$ cat config.mk
export PLATFORM = sky130hd
export DESIGN_NAME = fcd_dma_core
export DESIGN_NICKNAME = d
export VERILOG_FILES = /design/src/core/fcd_pkg.sv /design/src/core/fcd_dma_core.sv
export SDC_FILE = /design/constraint.sdc
export NUM_CORES = 1
export LEC_CHECK = 0
export BUFFER_PORTS_ARGS = -buffer_cell sky130_fd_sc_hd__clkbuf_2
export CAP_MARGIN = 0
export CELL_PAD_IN_SITES_DETAIL_PLACEMENT = 1
export CELL_PAD_IN_SITES_GLOBAL_PLACEMENT = 1
export CORE_UTILIZATION = 45
export DETAILED_ROUTE_END_ITERATION = 12
export PLACE_DENSITY = 0.74
export SYNTH_ARGS = -nofsm -noshare
export SYNTH_HDL_FRONTEND = slang
export SYNTH_SLANG_ARGS = --single-unit
$ cat constraint.sdc
create_clock -name mclk -period 5.4 [get_ports mclk]
set_input_delay 1.35 -clock mclk [delete_from_list [all_inputs] [get_ports mclk]]
set_output_delay 1.35 -clock mclk [all_outputs]
set_load 0.01 [all_outputs]
$ cat src/core/fcd_pkg.sv
// package of constants and types for the four-channel transfer controller
package fcd_pkg;
   // channel count and register widths
   localparam int FCD_CH_N = 4;
   localparam int FCD_MODE_W = 6;
   localparam int FCD_FIFO_DEPTH = 16;
   // host port register and command codes on the four address lines
   localparam logic [3:0] FCD_A_STATUS_CMD = 4'h8;
   localparam logic [3:0] FCD_A_REQUEST = 4'h9;
   localparam logic [3:0] FCD_A_MASK_ONE = 4'hA;
   localparam logic [3:0] FCD_A_MODE = 4'hB;
   localparam logic [3:0] FCD_A_CLR_PTR = 4'hC;
   localparam logic [3:0] FCD_A_TEMP_MCLR = 4'hD;
   localparam logic [3:0] FCD_A_CLR_MASK = 4'hE;
   localparam logic [3:0] FCD_A_MASK_ALL = 4'hF;
   // global_control bit positions
   localparam int FCD_CMD_M2M = 0;
   localparam int FCD_CMD_HOLD0 = 1;
   localparam int FCD_CMD_DISABLE = 2;
   localparam int FCD_CMD_COMPRESS = 3;
   // channel_transfer_setup field positions (stored bits, data bits 7:2)
   localparam int FCD_MODE_TYPE_LSB = 0;
   localparam int FCD_MODE_AUTO = 2;
   localparam int FCD_MODE_DEC = 3;
   localparam int FCD_MODE_KIND_LSB = 4;
   // transfer kinds and transfer types
   localparam logic [1:0] FCD_KIND_DEMAND = 2'h0;
   localparam logic [1:0] FCD_KIND_SINGLE = 2'h1;
   localparam logic [1:0] FCD_KIND_BLOCK = 2'h2;
   localparam logic [1:0] FCD_TYPE_WRITE = 2'h1;
   localparam logic [1:0] FCD_TYPE_READ = 2'h2;
   // set/clear bit in request and single-mask data words
   localparam int FCD_SETBIT = 2;
   // values after reset or master clear
   localparam logic [7:0] FCD_CMD_RST = 8'h00;
   localparam logic [3:0] FCD_MASK_RST = 4'hF;
   localparam logic [15:0] FCD_CNT_ZERO = 16'h0000;
   // transfer sequencer states
   typedef enum logic [2:0] {
      dma_idle,
      dma_wait_grant,
      high_address_update_state,
      address_change_state,
      read_extension_state,
      read_write_execute_state
   } fcd_state_e;
endpackage

$ cat src/core/fcd_dma_core.sv
// four-channel transfer controller core with its copy-data fifo
`timescale 1ns/1ps
`default_nettype none

// first-in first-out buffer for memory-to-memory copy bytes
module fcd_fifo #(
   parameter int WIDTH = 8,
   parameter int DEPTH = 16
) (
   input wire logic mclk,
   input wire logic rst_b,
   input wire logic in_valid,
   output logic in_ready,
   input wire logic [WIDTH-1:0] in_data,
   output logic out_valid,
   input wire logic out_ready,
   output logic [WIDTH-1:0] out_data
);
   localparam int AW = $clog2(DEPTH);
   logic [WIDTH-1:0] mem [DEPTH];
   logic [AW-1:0] wr_ptr_reg;
   logic [AW-1:0] rd_ptr_reg;
   logic [AW:0] count_reg;
   wire push = in_valid && in_ready;
   wire pop = out_valid && out_ready;

   // honest full and empty from the occupancy count
   assign in_ready = (count_reg != AW'(0) + (AW+1)'(DEPTH));
   assign out_valid = (count_reg != '0);
   assign out_data = mem[rd_ptr_reg];

   // storage array, no reset needed
   always_ff @(posedge mclk) begin
      if (push) begin
         mem[wr_ptr_reg] <= in_data;
      end
   end

   // pointers wrap naturally, depth is a power of two
   always_ff @(posedge mclk or negedge rst_b) begin
      if (!rst_b) begin
         wr_ptr_reg <= '0;
         rd_ptr_reg <= '0;
         count_reg <= '0;
      end else begin
         if (push) wr_ptr_reg <= wr_ptr_reg + 1'b1;
         if (pop) rd_ptr_reg <= rd_ptr_reg + 1'b1;
         count_reg <= count_reg + (AW+1)'(push) - (AW+1)'(pop);
      end
   end
endmodule

// Behaviour
// - compressed timing shortens a transfer to two clocks, no read extension
// - compressed transfer is address change then execute, high update only on change
// - memory-to-memory transfers never use compressed timing
// - high update state drives high address byte on data lines, pulses latch strobe
// - latch output gate frees the latch; low address byte on own pins
// - block and demand runs repeat high update only on carry or borrow past bit 7, memory copy on every transfer
// - 16-bit running address, host read/write, steps after each transfer unless held for copy reads
// - count holds transfers minus one, wrap from zero to all ones flags end
// - auto-init reloads running address and count from start copies on end only
// - internal end without auto-init leaves running count at all ones
// - host write of running value writes start copy too; copies not readable
// - 6-bit setup per channel, low two data bits pick the channel
// - soft request per channel, unmasked, cleared by wrap, external end or reset
// - soft request honoured only in block kind; memory copy only on channel 0
// - end without auto-init sets the channel's block bit
// - block bits set or cleared singly or all at once; reset sets all
// - state flags 0-3 set on count wrap, cleared by reset or status read
// - state flags 4-7 show pending requests per channel
// - copy bytes buffered in the fifo, last one written kept in 8-bit register, readable until reset or master clear
// - software commands act on address decode alone, data ignored
// - master clear acts like reset on control, flags, requests, buffer, pointer
// - commands decode on chip select with write strobe using address only
module fcd_dma_core
   import fcd_pkg::*;
#(
   parameter int FIFO_DEPTH = FCD_FIFO_DEPTH
) (
   input wire logic mclk,
   input wire logic rst_b,
   input wire logic chip_select_n,
   input wire logic io_read_strobe_n_in,
   input wire logic io_write_strobe_n_in,
   input wire logic [3:0] addr_in,
   input wire logic [7:0] data_in,
   output logic [7:0] data_out,
   output logic data_oe,
   output logic [7:0] addr_out,
   output logic addr_oe,
   output logic io_read_strobe_n_out,
   output logic io_write_strobe_n_out,
   output logic mem_read_strobe_n,
   output logic mem_write_strobe_n,
   output logic strobe_oe,
   output logic high_byte_latch_strobe,
   output logic latch_output_gate,
   input wire logic [3:0] channel_request_in,
   output logic [3:0] channel_grant_out,
   output logic bus_hold_request,
   input wire logic bus_hold_grant,
   input wire logic end_of_process_n_in,
   output logic count_wrap_flag
);
   // two-stage synchronisers for every pin input
   localparam int SW = 23;
   logic [SW-1:0] sync1_reg;
   logic [SW-1:0] sync2_reg;
   wire [SW-1:0] pins = {chip_select_n, io_read_strobe_n_in,
      io_write_strobe_n_in, addr_in, data_in, channel_request_in,
      bus_hold_grant, end_of_process_n_in, 2'b00};
   wire cs_s = !sync2_reg[22];
   wire ior_s = !sync2_reg[21];
   wire iow_s = !sync2_reg[20];
   wire [3:0] a_s = sync2_reg[19:16];
   wire [7:0] d_s = sync2_reg[15:8];
   wire [3:0] channel_request_in_s = sync2_reg[7:4];
   wire grant_s = sync2_reg[3];
   wire ext_eop_s = !sync2_reg[2];

   // register file
   logic [15:0] run_addr_reg [FCD_CH_N];
   logic [15:0] run_cnt_reg [FCD_CH_N];
   logic [15:0] start_addr_reg [FCD_CH_N];
   logic [15:0] start_cnt_reg [FCD_CH_N];
   logic [FCD_MODE_W-1:0] setup_reg [FCD_CH_N];
   logic [7:0] control_reg;
   logic [3:0] block_reg;
   logic [3:0] soft_req_reg;
   logic [3:0] wrap_seen_reg;
   logic [7:0] copy_buf_reg;
   logic ptr_reg;
   logic wr_prev_reg;
   logic rd_prev_reg;
   logic [3:0] rd_addr_reg;
   fcd_state_e state_reg;
   fcd_state_e state_next;
   logic [1:0] ch_reg;
   logic m2m_reg;
   logic phase_reg;

   // host access decode, only while idle or waiting and the bus is not granted
   wire host_ok = (state_reg == dma_idle || state_reg == dma_wait_grant)
      && !grant_s;
   wire wr_sel = cs_s && iow_s;
   wire rd_sel = cs_s && ior_s;
   wire wr_go = wr_sel && !wr_prev_reg && host_ok;
   wire rd_end = !rd_sel && rd_prev_reg;
   wire wr_chan = wr_go && !a_s[3];
   wire [1:0] wr_ch = a_s[2:1];
   wire rd_chan = rd_end && !rd_addr_reg[3];
   wire wr_ctl = wr_go && (a_s == FCD_A_STATUS_CMD);
   wire wr_req = wr_go && (a_s == FCD_A_REQUEST);
   wire wr_mask1 = wr_go && (a_s == FCD_A_MASK_ONE);
   wire wr_mode = wr_go && (a_s == FCD_A_MODE);
   wire clr_ptr = wr_go && (a_s == FCD_A_CLR_PTR);
   wire mclr = wr_go && (a_s == FCD_A_TEMP_MCLR);
   wire clr_mask = wr_go && (a_s == FCD_A_CLR_MASK);
   wire wr_mask_all = wr_go && (a_s == FCD_A_MASK_ALL);
   wire rd_status = rd_end && (rd_addr_reg == FCD_A_STATUS_CMD);

   // host read data: running values by byte pointer, flags, copy buffer
   wire [1:0] rd_ch = a_s[2:1];
   wire [15:0] rd_word = a_s[0] ? run_cnt_reg[rd_ch] : run_addr_reg[rd_ch];
   wire [7:0] rd_byte = ptr_reg ? rd_word[15:8] : rd_word[7:0];
   wire [7:0] flags = {channel_request_in_s | soft_req_reg, wrap_seen_reg};
   wire [7:0] rd_data = !a_s[3] ? rd_byte :
      (a_s == FCD_A_STATUS_CMD) ? flags :
      (a_s == FCD_A_TEMP_MCLR) ? copy_buf_reg : 8'h00;

   // request resolution, fixed priority with channel 0 highest
   logic [3:0] soft_ok;
   always_comb begin
      for (int i = 0; i < FCD_CH_N; i++) begin
         soft_ok[i] = soft_req_reg[i] &&
            (setup_reg[i][FCD_MODE_KIND_LSB +: 2] == FCD_KIND_BLOCK) &&
            (!control_reg[FCD_CMD_M2M] || i == 0);
      end
   end
   wire [3:0] req_vec = (channel_request_in_s & ~block_reg) | soft_ok;
   wire any_req = (req_vec != 4'h0) && !control_reg[FCD_CMD_DISABLE];
   wire [1:0] win_ch = req_vec[0] ? 2'd0 : req_vec[1] ? 2'd1 :
      req_vec[2] ? 2'd2 : 2'd3;
   wire win_m2m = control_reg[FCD_CMD_M2M] && soft_ok[0] && win_ch == 2'd0;

   // per-transfer address and count stepping
   wire [1:0] x_ch = m2m_reg ? {1'b0, phase_reg} : ch_reg;
   wire [1:0] c_ch = m2m_reg ? 2'd1 : ch_reg;
   wire [15:0] x_addr = run_addr_reg[x_ch];
   wire [15:0] x_cnt = run_cnt_reg[c_ch];
   wire x_hold = m2m_reg && !phase_reg && control_reg[FCD_CMD_HOLD0];
   wire x_dec = setup_reg[x_ch][FCD_MODE_DEC];
   wire [15:0] a_step = x_hold ? x_addr :
      x_dec ? x_addr - 16'h0001 : x_addr + 16'h0001;
   wire hi_change = (a_step[15:8] != x_addr[15:8]);
   wire cnt_step = !m2m_reg || phase_reg;
   wire tc_now = cnt_step && (x_cnt == FCD_CNT_ZERO);
   wire end_now = cnt_step && (tc_now || ext_eop_s);
   wire [1:0] kind = setup_reg[ch_reg][FCD_MODE_KIND_LSB +: 2];
   wire x_done = (state_reg == read_write_execute_state);
   wire compress = control_reg[FCD_CMD_COMPRESS] && !m2m_reg;
   wire auto_on = setup_reg[c_ch][FCD_MODE_AUTO];

   // copy buffer between copy read and copy write
   logic fifo_in_ready;
   logic fifo_out_valid;
   logic [7:0] fifo_out_data;
   wire fifo_push = x_done && m2m_reg && !phase_reg;
   wire fifo_pop = x_done && m2m_reg && phase_reg && fifo_out_valid;
   fcd_fifo #(.WIDTH(8), .DEPTH(FIFO_DEPTH)) u_copy_fifo (
      .mclk(mclk),
      .rst_b(rst_b),
      .in_valid(fifo_push),
      .in_ready(fifo_in_ready),
      .in_data(d_s),
      .out_valid(fifo_out_valid),
      .out_ready(fifo_pop),
      .out_data(fifo_out_data)
   );

   // continue decision after an execute state
   logic go_on;
   always_comb begin
      go_on = 1'b0;
      if (m2m_reg) begin
         go_on = phase_reg ? (!end_now && fifo_in_ready) : 1'b1;
      end else if (!end_now) begin
         go_on = (kind == FCD_KIND_BLOCK) ||
            (kind == FCD_KIND_DEMAND && channel_request_in_s[ch_reg]);
      end
   end

   // transfer sequencer next state
   always_comb begin
      state_next = state_reg;
      case (state_reg)
         dma_idle: begin
            if (any_req) state_next = dma_wait_grant;
         end
         dma_wait_grant: begin
            if (!any_req) begin
               state_next = dma_idle;
            end else if (grant_s && fifo_in_ready) begin
               state_next = high_address_update_state;
            end
         end
         high_address_update_state: begin
            state_next = address_change_state;
         end
         address_change_state: begin
            state_next = compress ? read_write_execute_state
               : read_extension_state;
         end
         read_extension_state: begin
            state_next = read_write_execute_state;
         end
         read_write_execute_state: begin
            if (!go_on) begin
               state_next = dma_idle;
            end else if (hi_change || m2m_reg) begin
               state_next = high_address_update_state;
            end else begin
               state_next = address_change_state;
            end
         end
         default: state_next = dma_idle;
      endcase
   end

   // synchronisers and strobe history
   always_ff @(posedge mclk or negedge rst_b) begin
      if (!rst_b) begin
         sync1_reg <= '1;
         sync2_reg <= '1;
         wr_prev_reg <= 1'b0;
         rd_prev_reg <= 1'b0;
         rd_addr_reg <= 4'h0;
      end else begin
         sync1_reg <= pins;
         sync2_reg <= sync1_reg;
         wr_prev_reg <= wr_sel;
         rd_prev_reg <= rd_sel && host_ok;
         if (rd_sel) rd_addr_reg <= a_s;
      end
   end

   // sequencer state and channel selection
   always_ff @(posedge mclk or negedge rst_b) begin
      if (!rst_b) begin
         state_reg <= dma_idle;
         ch_reg <= 2'd0;
         m2m_reg <= 1'b0;
         phase_reg <= 1'b0;
      end else begin
         state_reg <= mclr ? dma_idle : state_next;
         if (state_reg == dma_wait_grant) begin
            ch_reg <= win_ch;
            m2m_reg <= win_m2m;
            phase_reg <= 1'b0;
         end else if (x_done && m2m_reg) begin
            phase_reg <= !phase_reg;
         end
      end
   end

   // running values, start copies and per-channel setup
   always_ff @(posedge mclk or negedge rst_b) begin
      if (!rst_b) begin
         for (int i = 0; i < FCD_CH_N; i++) begin
            run_addr_reg[i] <= 16'h0000;
            run_cnt_reg[i] <= 16'h0000;
            start_addr_reg[i] <= 16'h0000;
            start_cnt_reg[i] <= 16'h0000;
            setup_reg[i] <= '0;
         end
      end else begin
         if (wr_chan && !a_s[0]) begin
            if (ptr_reg) begin
               run_addr_reg[wr_ch][15:8] <= d_s;
               start_addr_reg[wr_ch][15:8] <= d_s;
            end else begin
               run_addr_reg[wr_ch][7:0] <= d_s;
               start_addr_reg[wr_ch][7:0] <= d_s;
            end
         end
         if (wr_chan && a_s[0]) begin
            if (ptr_reg) begin
               run_cnt_reg[wr_ch][15:8] <= d_s;
               start_cnt_reg[wr_ch][15:8] <= d_s;
            end else begin
               run_cnt_reg[wr_ch][7:0] <= d_s;
               start_cnt_reg[wr_ch][7:0] <= d_s;
            end
         end
         if (wr_mode) setup_reg[d_s[1:0]] <= d_s[7:2];
         if (x_done) begin
            run_addr_reg[x_ch] <= a_step;
            if (cnt_step) run_cnt_reg[c_ch] <= x_cnt - 16'h0001;
            if (end_now && auto_on) begin
               run_addr_reg[c_ch] <= start_addr_reg[c_ch];
               run_cnt_reg[c_ch] <= start_cnt_reg[c_ch];
            end
         end
      end
   end

   // control, block bits, soft requests, flags, pointer and copy buffer
   always_ff @(posedge mclk or negedge rst_b) begin
      if (!rst_b) begin
         control_reg <= FCD_CMD_RST;
         block_reg <= FCD_MASK_RST;
         soft_req_reg <= 4'h0;
         wrap_seen_reg <= 4'h0;
         copy_buf_reg <= 8'h00;
         ptr_reg <= 1'b0;
      end else if (mclr) begin
         control_reg <= FCD_CMD_RST;
         block_reg <= FCD_MASK_RST;
         soft_req_reg <= 4'h0;
         wrap_seen_reg <= 4'h0;
         copy_buf_reg <= 8'h00;
         ptr_reg <= 1'b0;
      end else begin
         if (wr_ctl) control_reg <= d_s;
         if (wr_req) soft_req_reg[d_s[1:0]] <= d_s[FCD_SETBIT];
         if (wr_mask1) block_reg[d_s[1:0]] <= d_s[FCD_SETBIT];
         if (wr_mask_all) block_reg <= d_s[3:0];
         if (clr_mask) block_reg <= 4'h0;
         if (clr_ptr) begin
            ptr_reg <= 1'b0;
         end else if (wr_chan || rd_chan) begin
            ptr_reg <= !ptr_reg;
         end
         if (rd_status) wrap_seen_reg <= 4'h0;
         if (x_done && end_now) begin
            if (tc_now) wrap_seen_reg[c_ch] <= 1'b1;
            soft_req_reg[c_ch] <= 1'b0;
            if (m2m_reg) soft_req_reg[0] <= 1'b0;
            if (!auto_on) block_reg[c_ch] <= 1'b1;
         end
         if (fifo_pop) copy_buf_reg <= fifo_out_data;
      end
   end

   // registered pin outputs, one clock behind the sequencer state
   wire in_s1 = (state_reg == high_address_update_state);
   wire active = (state_reg != dma_idle) && (state_reg != dma_wait_grant);
   wire rd_phase = (state_reg == read_extension_state) || x_done;
   wire [1:0] x_type = setup_reg[ch_reg][FCD_MODE_TYPE_LSB +: 2];
   wire do_mr = m2m_reg ? !phase_reg : (x_type == FCD_TYPE_READ);
   wire do_iow = !m2m_reg && (x_type == FCD_TYPE_READ);
   wire do_ior = !m2m_reg && (x_type == FCD_TYPE_WRITE);
   wire do_mw = m2m_reg ? phase_reg : (x_type == FCD_TYPE_WRITE);
   wire [7:0] dout_next = in_s1 ? x_addr[15:8] :
      (x_done && m2m_reg && phase_reg) ? fifo_out_data : rd_data;
   wire doe_next = in_s1 || (x_done && m2m_reg && phase_reg) ||
      (rd_sel && host_ok);
   always_ff @(posedge mclk or negedge rst_b) begin
      if (!rst_b) begin
         data_out <= 8'h00;
         data_oe <= 1'b0;
         addr_out <= 8'h00;
         addr_oe <= 1'b0;
         strobe_oe <= 1'b0;
         io_read_strobe_n_out <= 1'b1;
         io_write_strobe_n_out <= 1'b1;
         mem_read_strobe_n <= 1'b1;
         mem_write_strobe_n <= 1'b1;
         high_byte_latch_strobe <= 1'b0;
         latch_output_gate <= 1'b0;
         channel_grant_out <= 4'h0;
         bus_hold_request <= 1'b0;
         count_wrap_flag <= 1'b0;
      end else begin
         data_out <= dout_next;
         data_oe <= doe_next;
         addr_out <= x_addr[7:0];
         addr_oe <= active;
         strobe_oe <= active;
         io_read_strobe_n_out <= !(rd_phase && do_ior);
         io_write_strobe_n_out <= !(x_done && do_iow);
         mem_read_strobe_n <= !(rd_phase && do_mr);
         mem_write_strobe_n <= !(x_done && do_mw);
         high_byte_latch_strobe <= in_s1;
         latch_output_gate <= active;
         channel_grant_out <= (active && !m2m_reg) ?
            4'(1 << ch_reg) : 4'h0;
         bus_hold_request <= (state_reg != dma_idle);
         count_wrap_flag <= x_done && tc_now;
      end
   end
endmodule

`default_nettype wire

==> flow_summary.ini, run 1 <==
[outcome]
status = completed

[setup_path]
path_max_fanout = 21
cp-start-kind = register
crit_chain = and2b_1 -> nor2_2 -> o22ai_1 -> a21oi_1 -> ha_1 -> a21oi_1 -> nand2_1 -> a31oi_1 -> o31ai_1 -> a21oi_1 -> a2bb2oi_1 -> nand4_1 -> a31oi_1 -> o21ai_0
timing.critical_path.from = m2m_reg$_DFFE_PN0P_
worstPathRequired_ns = 5.88
cp-end-kind = register
slowest_stage = a21oi_1
path_class = reg -> reg
worstPathArrival_ns = 5.49
r2r_start = m2m_reg$_DFFE_PN0P_
cpMostUsedCell = a21oi_1
critical_path.max_stage_delay_ns = 0.69

[power]
power_frac_comb = 0.445
vdd_drop_max_mv = 0.306
p_int_mw = 10.1
leakagePower_nw = 13.0
p_clk_frac = 0.243
pwr-share-seq = 0.313
powerDensity_nw_per_um2 = 584
netSwitchingFraction = 0.426
p_switching_mw = 7.48

[clock_network]
cts_buffers = 59
path_clk_slew_ns = 0.06
post_cts_buffers = 0
root_buffer = clkbuf_16
cts_tree = built
cts.htree.levels = 2
cts_resized = 0
cts_max_path_buffers = 3
clock_latency_ns = 0.68
cts_hold_repair.buffers = 0
cts.sinks = 530

[global_route]
grt_antenna_before_repair = 0
grt_usage = 0.324
grt_pass1_vias = 22400
grt_overflow = 0
grt_first_pass_wirelength_um = 146000
grt_max_degree = 105

[placed_design]
placed_area_um2 = 28000
port_buffers = 53
dp_hpwl_um = 64200
globalplace.congestion = 0.936
dp_slack_ns = 0.512

[floorplanning]
ioPinCount = 54
rows = 89
dieHeight_um = 246
core-area_um2 = 58900
dieArea_um2 = 60500
die_x_um = 246
initial_utilization = 0.455

[finish]
largest_reg_flops = 128
syn2layout_area_growth_pct = 12.1
top_register = u_copy_fifo.mem
drive_gt1_frac = 0.211
stdcell_area_um2 = 30000
seq_area_um2 = 14000
multi_input_area_um2 = 11900
fillers = 6280
nets = 2560

[synth]
synth_fp_nets = 2534
synth_area_per_cell_um2 = 10.8
ys_ff_latch = 530
synth_cell_types = 101
syn_area_um2 = 26800
yosys-top-cells-count = nand2_1, dfrtp_1, nor2_1
yosysTopAreaCellShare = 0.329
synth_edf_count = 128
synth_ff_type = dfrtp_1
yosysTopAreaCell = dfrtp_1
synth.most_common_cell = nand2_1
synthTopCellsByArea = dfrtp_1, edfxtp_1, nand2_1, mux4_2, mux2_2
async_flop_share = 0.758
synth_seq_area_share = 0.522
synth_cells = 2487
yosysWarnings = 0

[detailed_routing]
drtIter0Drc = 2308
first_pass_iters = 6
via_per_inst = 6.46
wl_per_cell_um = 29.1
antenna_left = 0
drt_wl_total_um = 97100
drc = 0
vias = 21600

[run]
cap_viol_max_count = 0

[timing]
hold_violations = 0
setup_viol = 0
maxSlewHeadroom = 0.179
tightest_slew_ns = 1.23
fmax_ghz = 0.200
fin_crit_sh = 0.928
finClkSkew_ns = 0.0578
setup_tns_ns = 0
rsz0062_at_grt = no
drv_slew = 0
fin_crit_ns = 5.01
setup_slack_ns = 0.387

[worst_hold_path]
min_from = sync1_reg[22]$_DFF_PN1_
hold_class = reg -> reg
path summary, 6_finish.rpt:
| kind | endpoint | slack (ns) | cells after the start |
|---|---|---|---|
| worst max-delay path | run_addr_reg[31]$_DFF_PN0_ | 0.39 | 14 |
| min in group asynchronous | u_copy_fifo.wr_ptr_reg[3]$_DFFE_PN0P_ | 0.67 | 1 |
| worst min register to register | sync2_reg[22]$_DFF_PN1_ | 0.32 | 0 |
| worst max register to register | run_addr_reg[31]$_DFF_PN0_ | 0.39 | 14 |
| worst min-delay path | sync2_reg[22]$_DFF_PN1_ | 0.32 | 0 |
| max in group asynchronous | start_cnt_reg[61]$_DFFE_PN0P_ | 3.41 | 2 |
through the flow:
stage	total power, mW	util	std cells	hold slack [ns]
floorplan	10.3	-	2487	0.345
detailed placement	13.1	0.475	3225	0.347
CTS	17.4	0.510	3336	0.321
global placement	12.9	0.475	3225	0.345
global route	18.2	0.510	3336	0.334
finish	17.5	0.510	3337	0.320
area by class of cell:
| cell class | count | area share |
|---|---|---|
| diodes | 1 | 0.0000833 |
| clock buffers | 73 | 0.0536 |
| inverters | 41 | 0.00513 |
| flip-flops and latches | 530 | 0.465 |
| multi-input cells | 1749 | 0.398 |
| well taps | 773 | 0.0322 |
| repair buffers | 132 | 0.0306 |
| clock inverters | 38 | 0.0152 |
cell families (layout without fill, tap and decap cells):
family / Yosys count / after routing / synth area share
xor gates and xnor gates: 46 / 46 / 0.0150
buffers and inverters: 208 / 284 / 0.0332
and+or+nand+nor: 913 / 913 / 0.149
adders and majority gates: 24 / 24 / 0.0115
muxes: 264 / 264 / 0.143
other: 0 / 1 / 0
DFF: 530 / 530 / 0.522
AOI/OAI and AO/OA: 502 / 502 / 0.127
power by group through the flow:
stage,Clock (mW),Sequential [mW],Combinational [mW]
2_1_floorplan,0,5.23,5.09
3_3_place_gp,0,5.46,7.40
3_5_place_dp,0,5.51,7.54
4_1_cts,4.31,5.45,7.61
5_1_grt,4.45,5.54,8.26
6_report,4.26,5.49,7.80
layout by cell type, fill, tap and decap left out, types with 11 or more instances in the layout:
cell       synthesis  final
a31oi_1           16     15
xnor2_1           34     34
a22oi_1           36     36
xor2_1            12     12
o31ai_1           13     13
clkbuf_2           0     52
ha_1              23     23
nor2_1           148    146
a21o_1            19     19
clkinv_2           0     15
a32oi_1           25     25
and2_1            20     19
inv_1             39     39
nand2b_1          11     11
nand2_1          556    555
mux2_2           119    119
nor3b_1           12     11
dfstp_2           50     50
buf_4             10     75
mux4_2            82     82
edfxtp_1         128    128
a21boi_0          13     13
mux2i_1           61     61
dfrtp_1          352    348
a21oi_1           99     99
clkbuf_16          0     59
o21ai_1           18     18
o21ai_0          113    113
nor3_1            32     32
and3_1            22     22
nand3_1           44     44
o22ai_1           42     42
critical path: cells and delay by family, from the launching register on:
| family | cells | cell delay (ns) |
|---|---|---|
| fa+ha+maj | 1 | 0.48 |
| simple gates | 4 | 1.40 |
| compound gates | 9 | 2.42 |
| flops | 1 | 0.54 |
per-layer routing:
layer  up-vias  routed length [um]  track usage
met2      1135               44500        0.510
met3       235                8760       0.0610
li1       9003                   -            -
met5         -                   0            0
met4         0                3750        0.120
met1     11200               40100        0.443
Power figures use the tool's default switching activity.
==> run 2: changes to the inputs <==
--- a/config.mk
+++ b/config.mk
@@ -11,7 +11,7 @@
 export CELL_PAD_IN_SITES_GLOBAL_PLACEMENT = 1
 export CORE_UTILIZATION = 45
 export DETAILED_ROUTE_END_ITERATION = 12
-export PLACE_DENSITY = 0.74
+export PLACE_DENSITY = 0.75
 export SYNTH_ARGS = -nofsm -noshare
 export SYNTH_HDL_FRONTEND = slang
 export SYNTH_SLANG_ARGS = --single-unit
==> run 2 against run 1 <==
  * Wire length grew 1.8%
  * Clock skew shrank 0.0034 ns
  * Critical path type unchanged
  * Die area is the same
  * Largest power group unchanged
  * Clock-buffer cell count grew 3
  * Critical path depth is the same
  * Worst setup slack lost 0.041 ns
==> flow_summary.ini, run 2 (synthesis results as in run 1) <==
[finish]
stdcell_count = 3326
largest_reg_flops = 128
stdcell_area_um2 = 29900
final_common_cell = nand2_1
multi_input_area_um2 = 11900
top_register = u_copy_fifo.mem
fillers = 6296
seq_area_um2 = 14000
final_cell_mix = nand2_1, dfrtp_1, nor2_1
final_core_util = 0.508
syn2layout_area_growth_pct = 11.7
drive_gt1_frac = 0.206
nets = 2548

[floorplanning]
core-area_um2 = 58900
rows = 89
dieArea_um2 = 60500
dieHeight_um = 246
initial_utilization = 0.455
ioPinCount = 54
die_x_um = 246

[clock_network]
root_buffer = clkbuf_16
cts_hold_repair.buffers = 0
clock_latency_ns = 0.67
cts.htree.levels = 2
cts.sinks = 530
cts_tree = built
cts_resized = 0
path_clk_slew_ns = 0.06
cts_buffers = 58
cts_max_path_buffers = 3
post_cts_buffers = 0

[setup_path]
cp-start-kind = register
worstPathArrival_ns = 5.52
cp-end-kind = register
path_class = reg -> reg
worstPathRequired_ns = 5.87
path_max_fanout = 27

[run]
cap_viol_max_count = 0

[placed_design]
port_buffers = 53
dp_cells = 3214
placed_area_um2 = 27900
globalplace.congestion = 0.954
dp_hpwl_um = 65200

[detailed_routing]
vias = 21800
drc = 0
drtIter0Drc = 2390
first_pass_iters = 6
drt_wl_total_um = 98900
wl_per_cell_um = 29.7
via_per_inst = 6.55
antenna_left = 0

[timing]
tightest_slew_ns = 1.25
setup_viol = 0
setup_tns_ns = 0
fmax_ghz = 0.198
fin_crit_ns = 5.05
rsz0062_at_grt = no
finClkSkew_ns = 0.0545
drv_slew = 0
hold_violations = 0
fin_crit_sh = 0.936
maxSlewHeadroom = 0.162

[power]
p_clk_frac = 0.241
power_frac_comb = 0.443
p_int_mw = 9.99
netSwitchingFraction = 0.427
leakagePower_nw = 13.0
pwr-share-seq = 0.316
p_switching_mw = 7.46
powerDensity_nw_per_um2 = 584
vdd_drop_max_mv = 0.389

[global_route]
grt_usage = 0.332
grt_first_pass_wirelength_um = 149000
grt_overflow = 0
grt_max_degree = 112
grt_pass1_vias = 22900
grt_antenna_before_repair = 1

[worst_hold_path]
hold_class = reg -> reg

[outcome]
status = completed
==> run 2: cell count changes in the layout (fill, tap and decap cells not counted), sizes merged <==
cell / previous run / this run
inv: 41 / 43
clkinvlp: 6 / 2
clkbuf: 125 / 128
buf: 80 / 69
clkinv: 25 / 23
diode: 1 / 2
==> run 2: area by class of cell <==
| class | instances | share of cell area |
|---|---|---|
| clock buffers | 76 | 0.0535 |
| flip-flops and latches | 530 | 0.467 |
| well taps | 773 | 0.0323 |
| inverters | 41 | 0.00515 |
| repair buffers | 121 | 0.0280 |
| diodes | 2 | 0.000167 |
| multi-input cells | 1749 | 0.400 |
| clock inverters | 34 | 0.0140 |
==> run 2: path summary, 6_finish.rpt <==
kind,from,slack [ns],depth (start not counted),end
setup / recovery,m2m_reg$_DFFE_PN0P_,0.35,14,run_addr_reg[12]$_DFF_PN0_
hold / removal,sync1_reg[8]$_DFF_PN1_,0.35,0,sync2_reg[8]$_DFF_PN1_
setup reg to reg,m2m_reg$_DFFE_PN0P_,0.35,14,run_addr_reg[12]$_DFF_PN0_
hold reg to reg,sync1_reg[8]$_DFF_PN1_,0.35,0,sync2_reg[8]$_DFF_PN1_
max in group asynchronous,rst_b,3.48,2,sync1_reg[2]$_DFF_PN1_
min in group asynchronous,rst_b,0.82,1,run_addr_reg[12]$_DFF_PN0_
==> run 2: power by group through the flow <==
stage | sequential, mW | combinational (mW) | clock (mW)
2_1_floorplan | 5.23 | 5.09 | 0
6_report | 5.52 | 7.72 | 4.21
3_5_place_dp | 5.54 | 7.49 | 0
3_3_place_gp | 5.49 | 7.31 | 0
5_1_grt | 5.58 | 8.26 | 4.40
4_1_cts | 5.48 | 7.58 | 4.25
==> run 2: through the flow <==
step / setup WS [ns] / power, mW / hold WS, ns
2_1_floorplan: 1.70 / 10.3 / 0.345
3_3_place_gp: 0.614 / 12.8 / 0.346
3_5_place_dp: 0.547 / 13.0 / 0.347
4_1_cts: 0.501 / 17.3 / 0.352
5_1_grt: 0.128 / 18.2 / 0.361
6_report: 0.346 / 17.5 / 0.353
==> run 2: metal layers <==
layer / vias up / track usage / routed length, um
li1: 9010 / - / -
met3: 313 / 0.0669 / 8590
met5: - / 0 / 13
met1: 11200 / 0.440 / 39900
met4: 2 / 0.156 / 4760
met2: 1237 / 0.522 / 45700
==> run 2: worst max-delay path, cell delays in order, from the launching register on <==
cell and delay, ns:
dfrtp_2 0.77, buf_4 0.33, or3_1 0.22, nand2_1 0.29
a221oi_2 0.62, inv_1 0.33, ha_1 0.33, a31oi_1 0.19
a32o_1 0.31, o41ai_4 0.13, a21oi_2 0.39, mux2i_1 0.20
and2_2 0.25, o31ai_1 0.38, a21oi_1 0.11
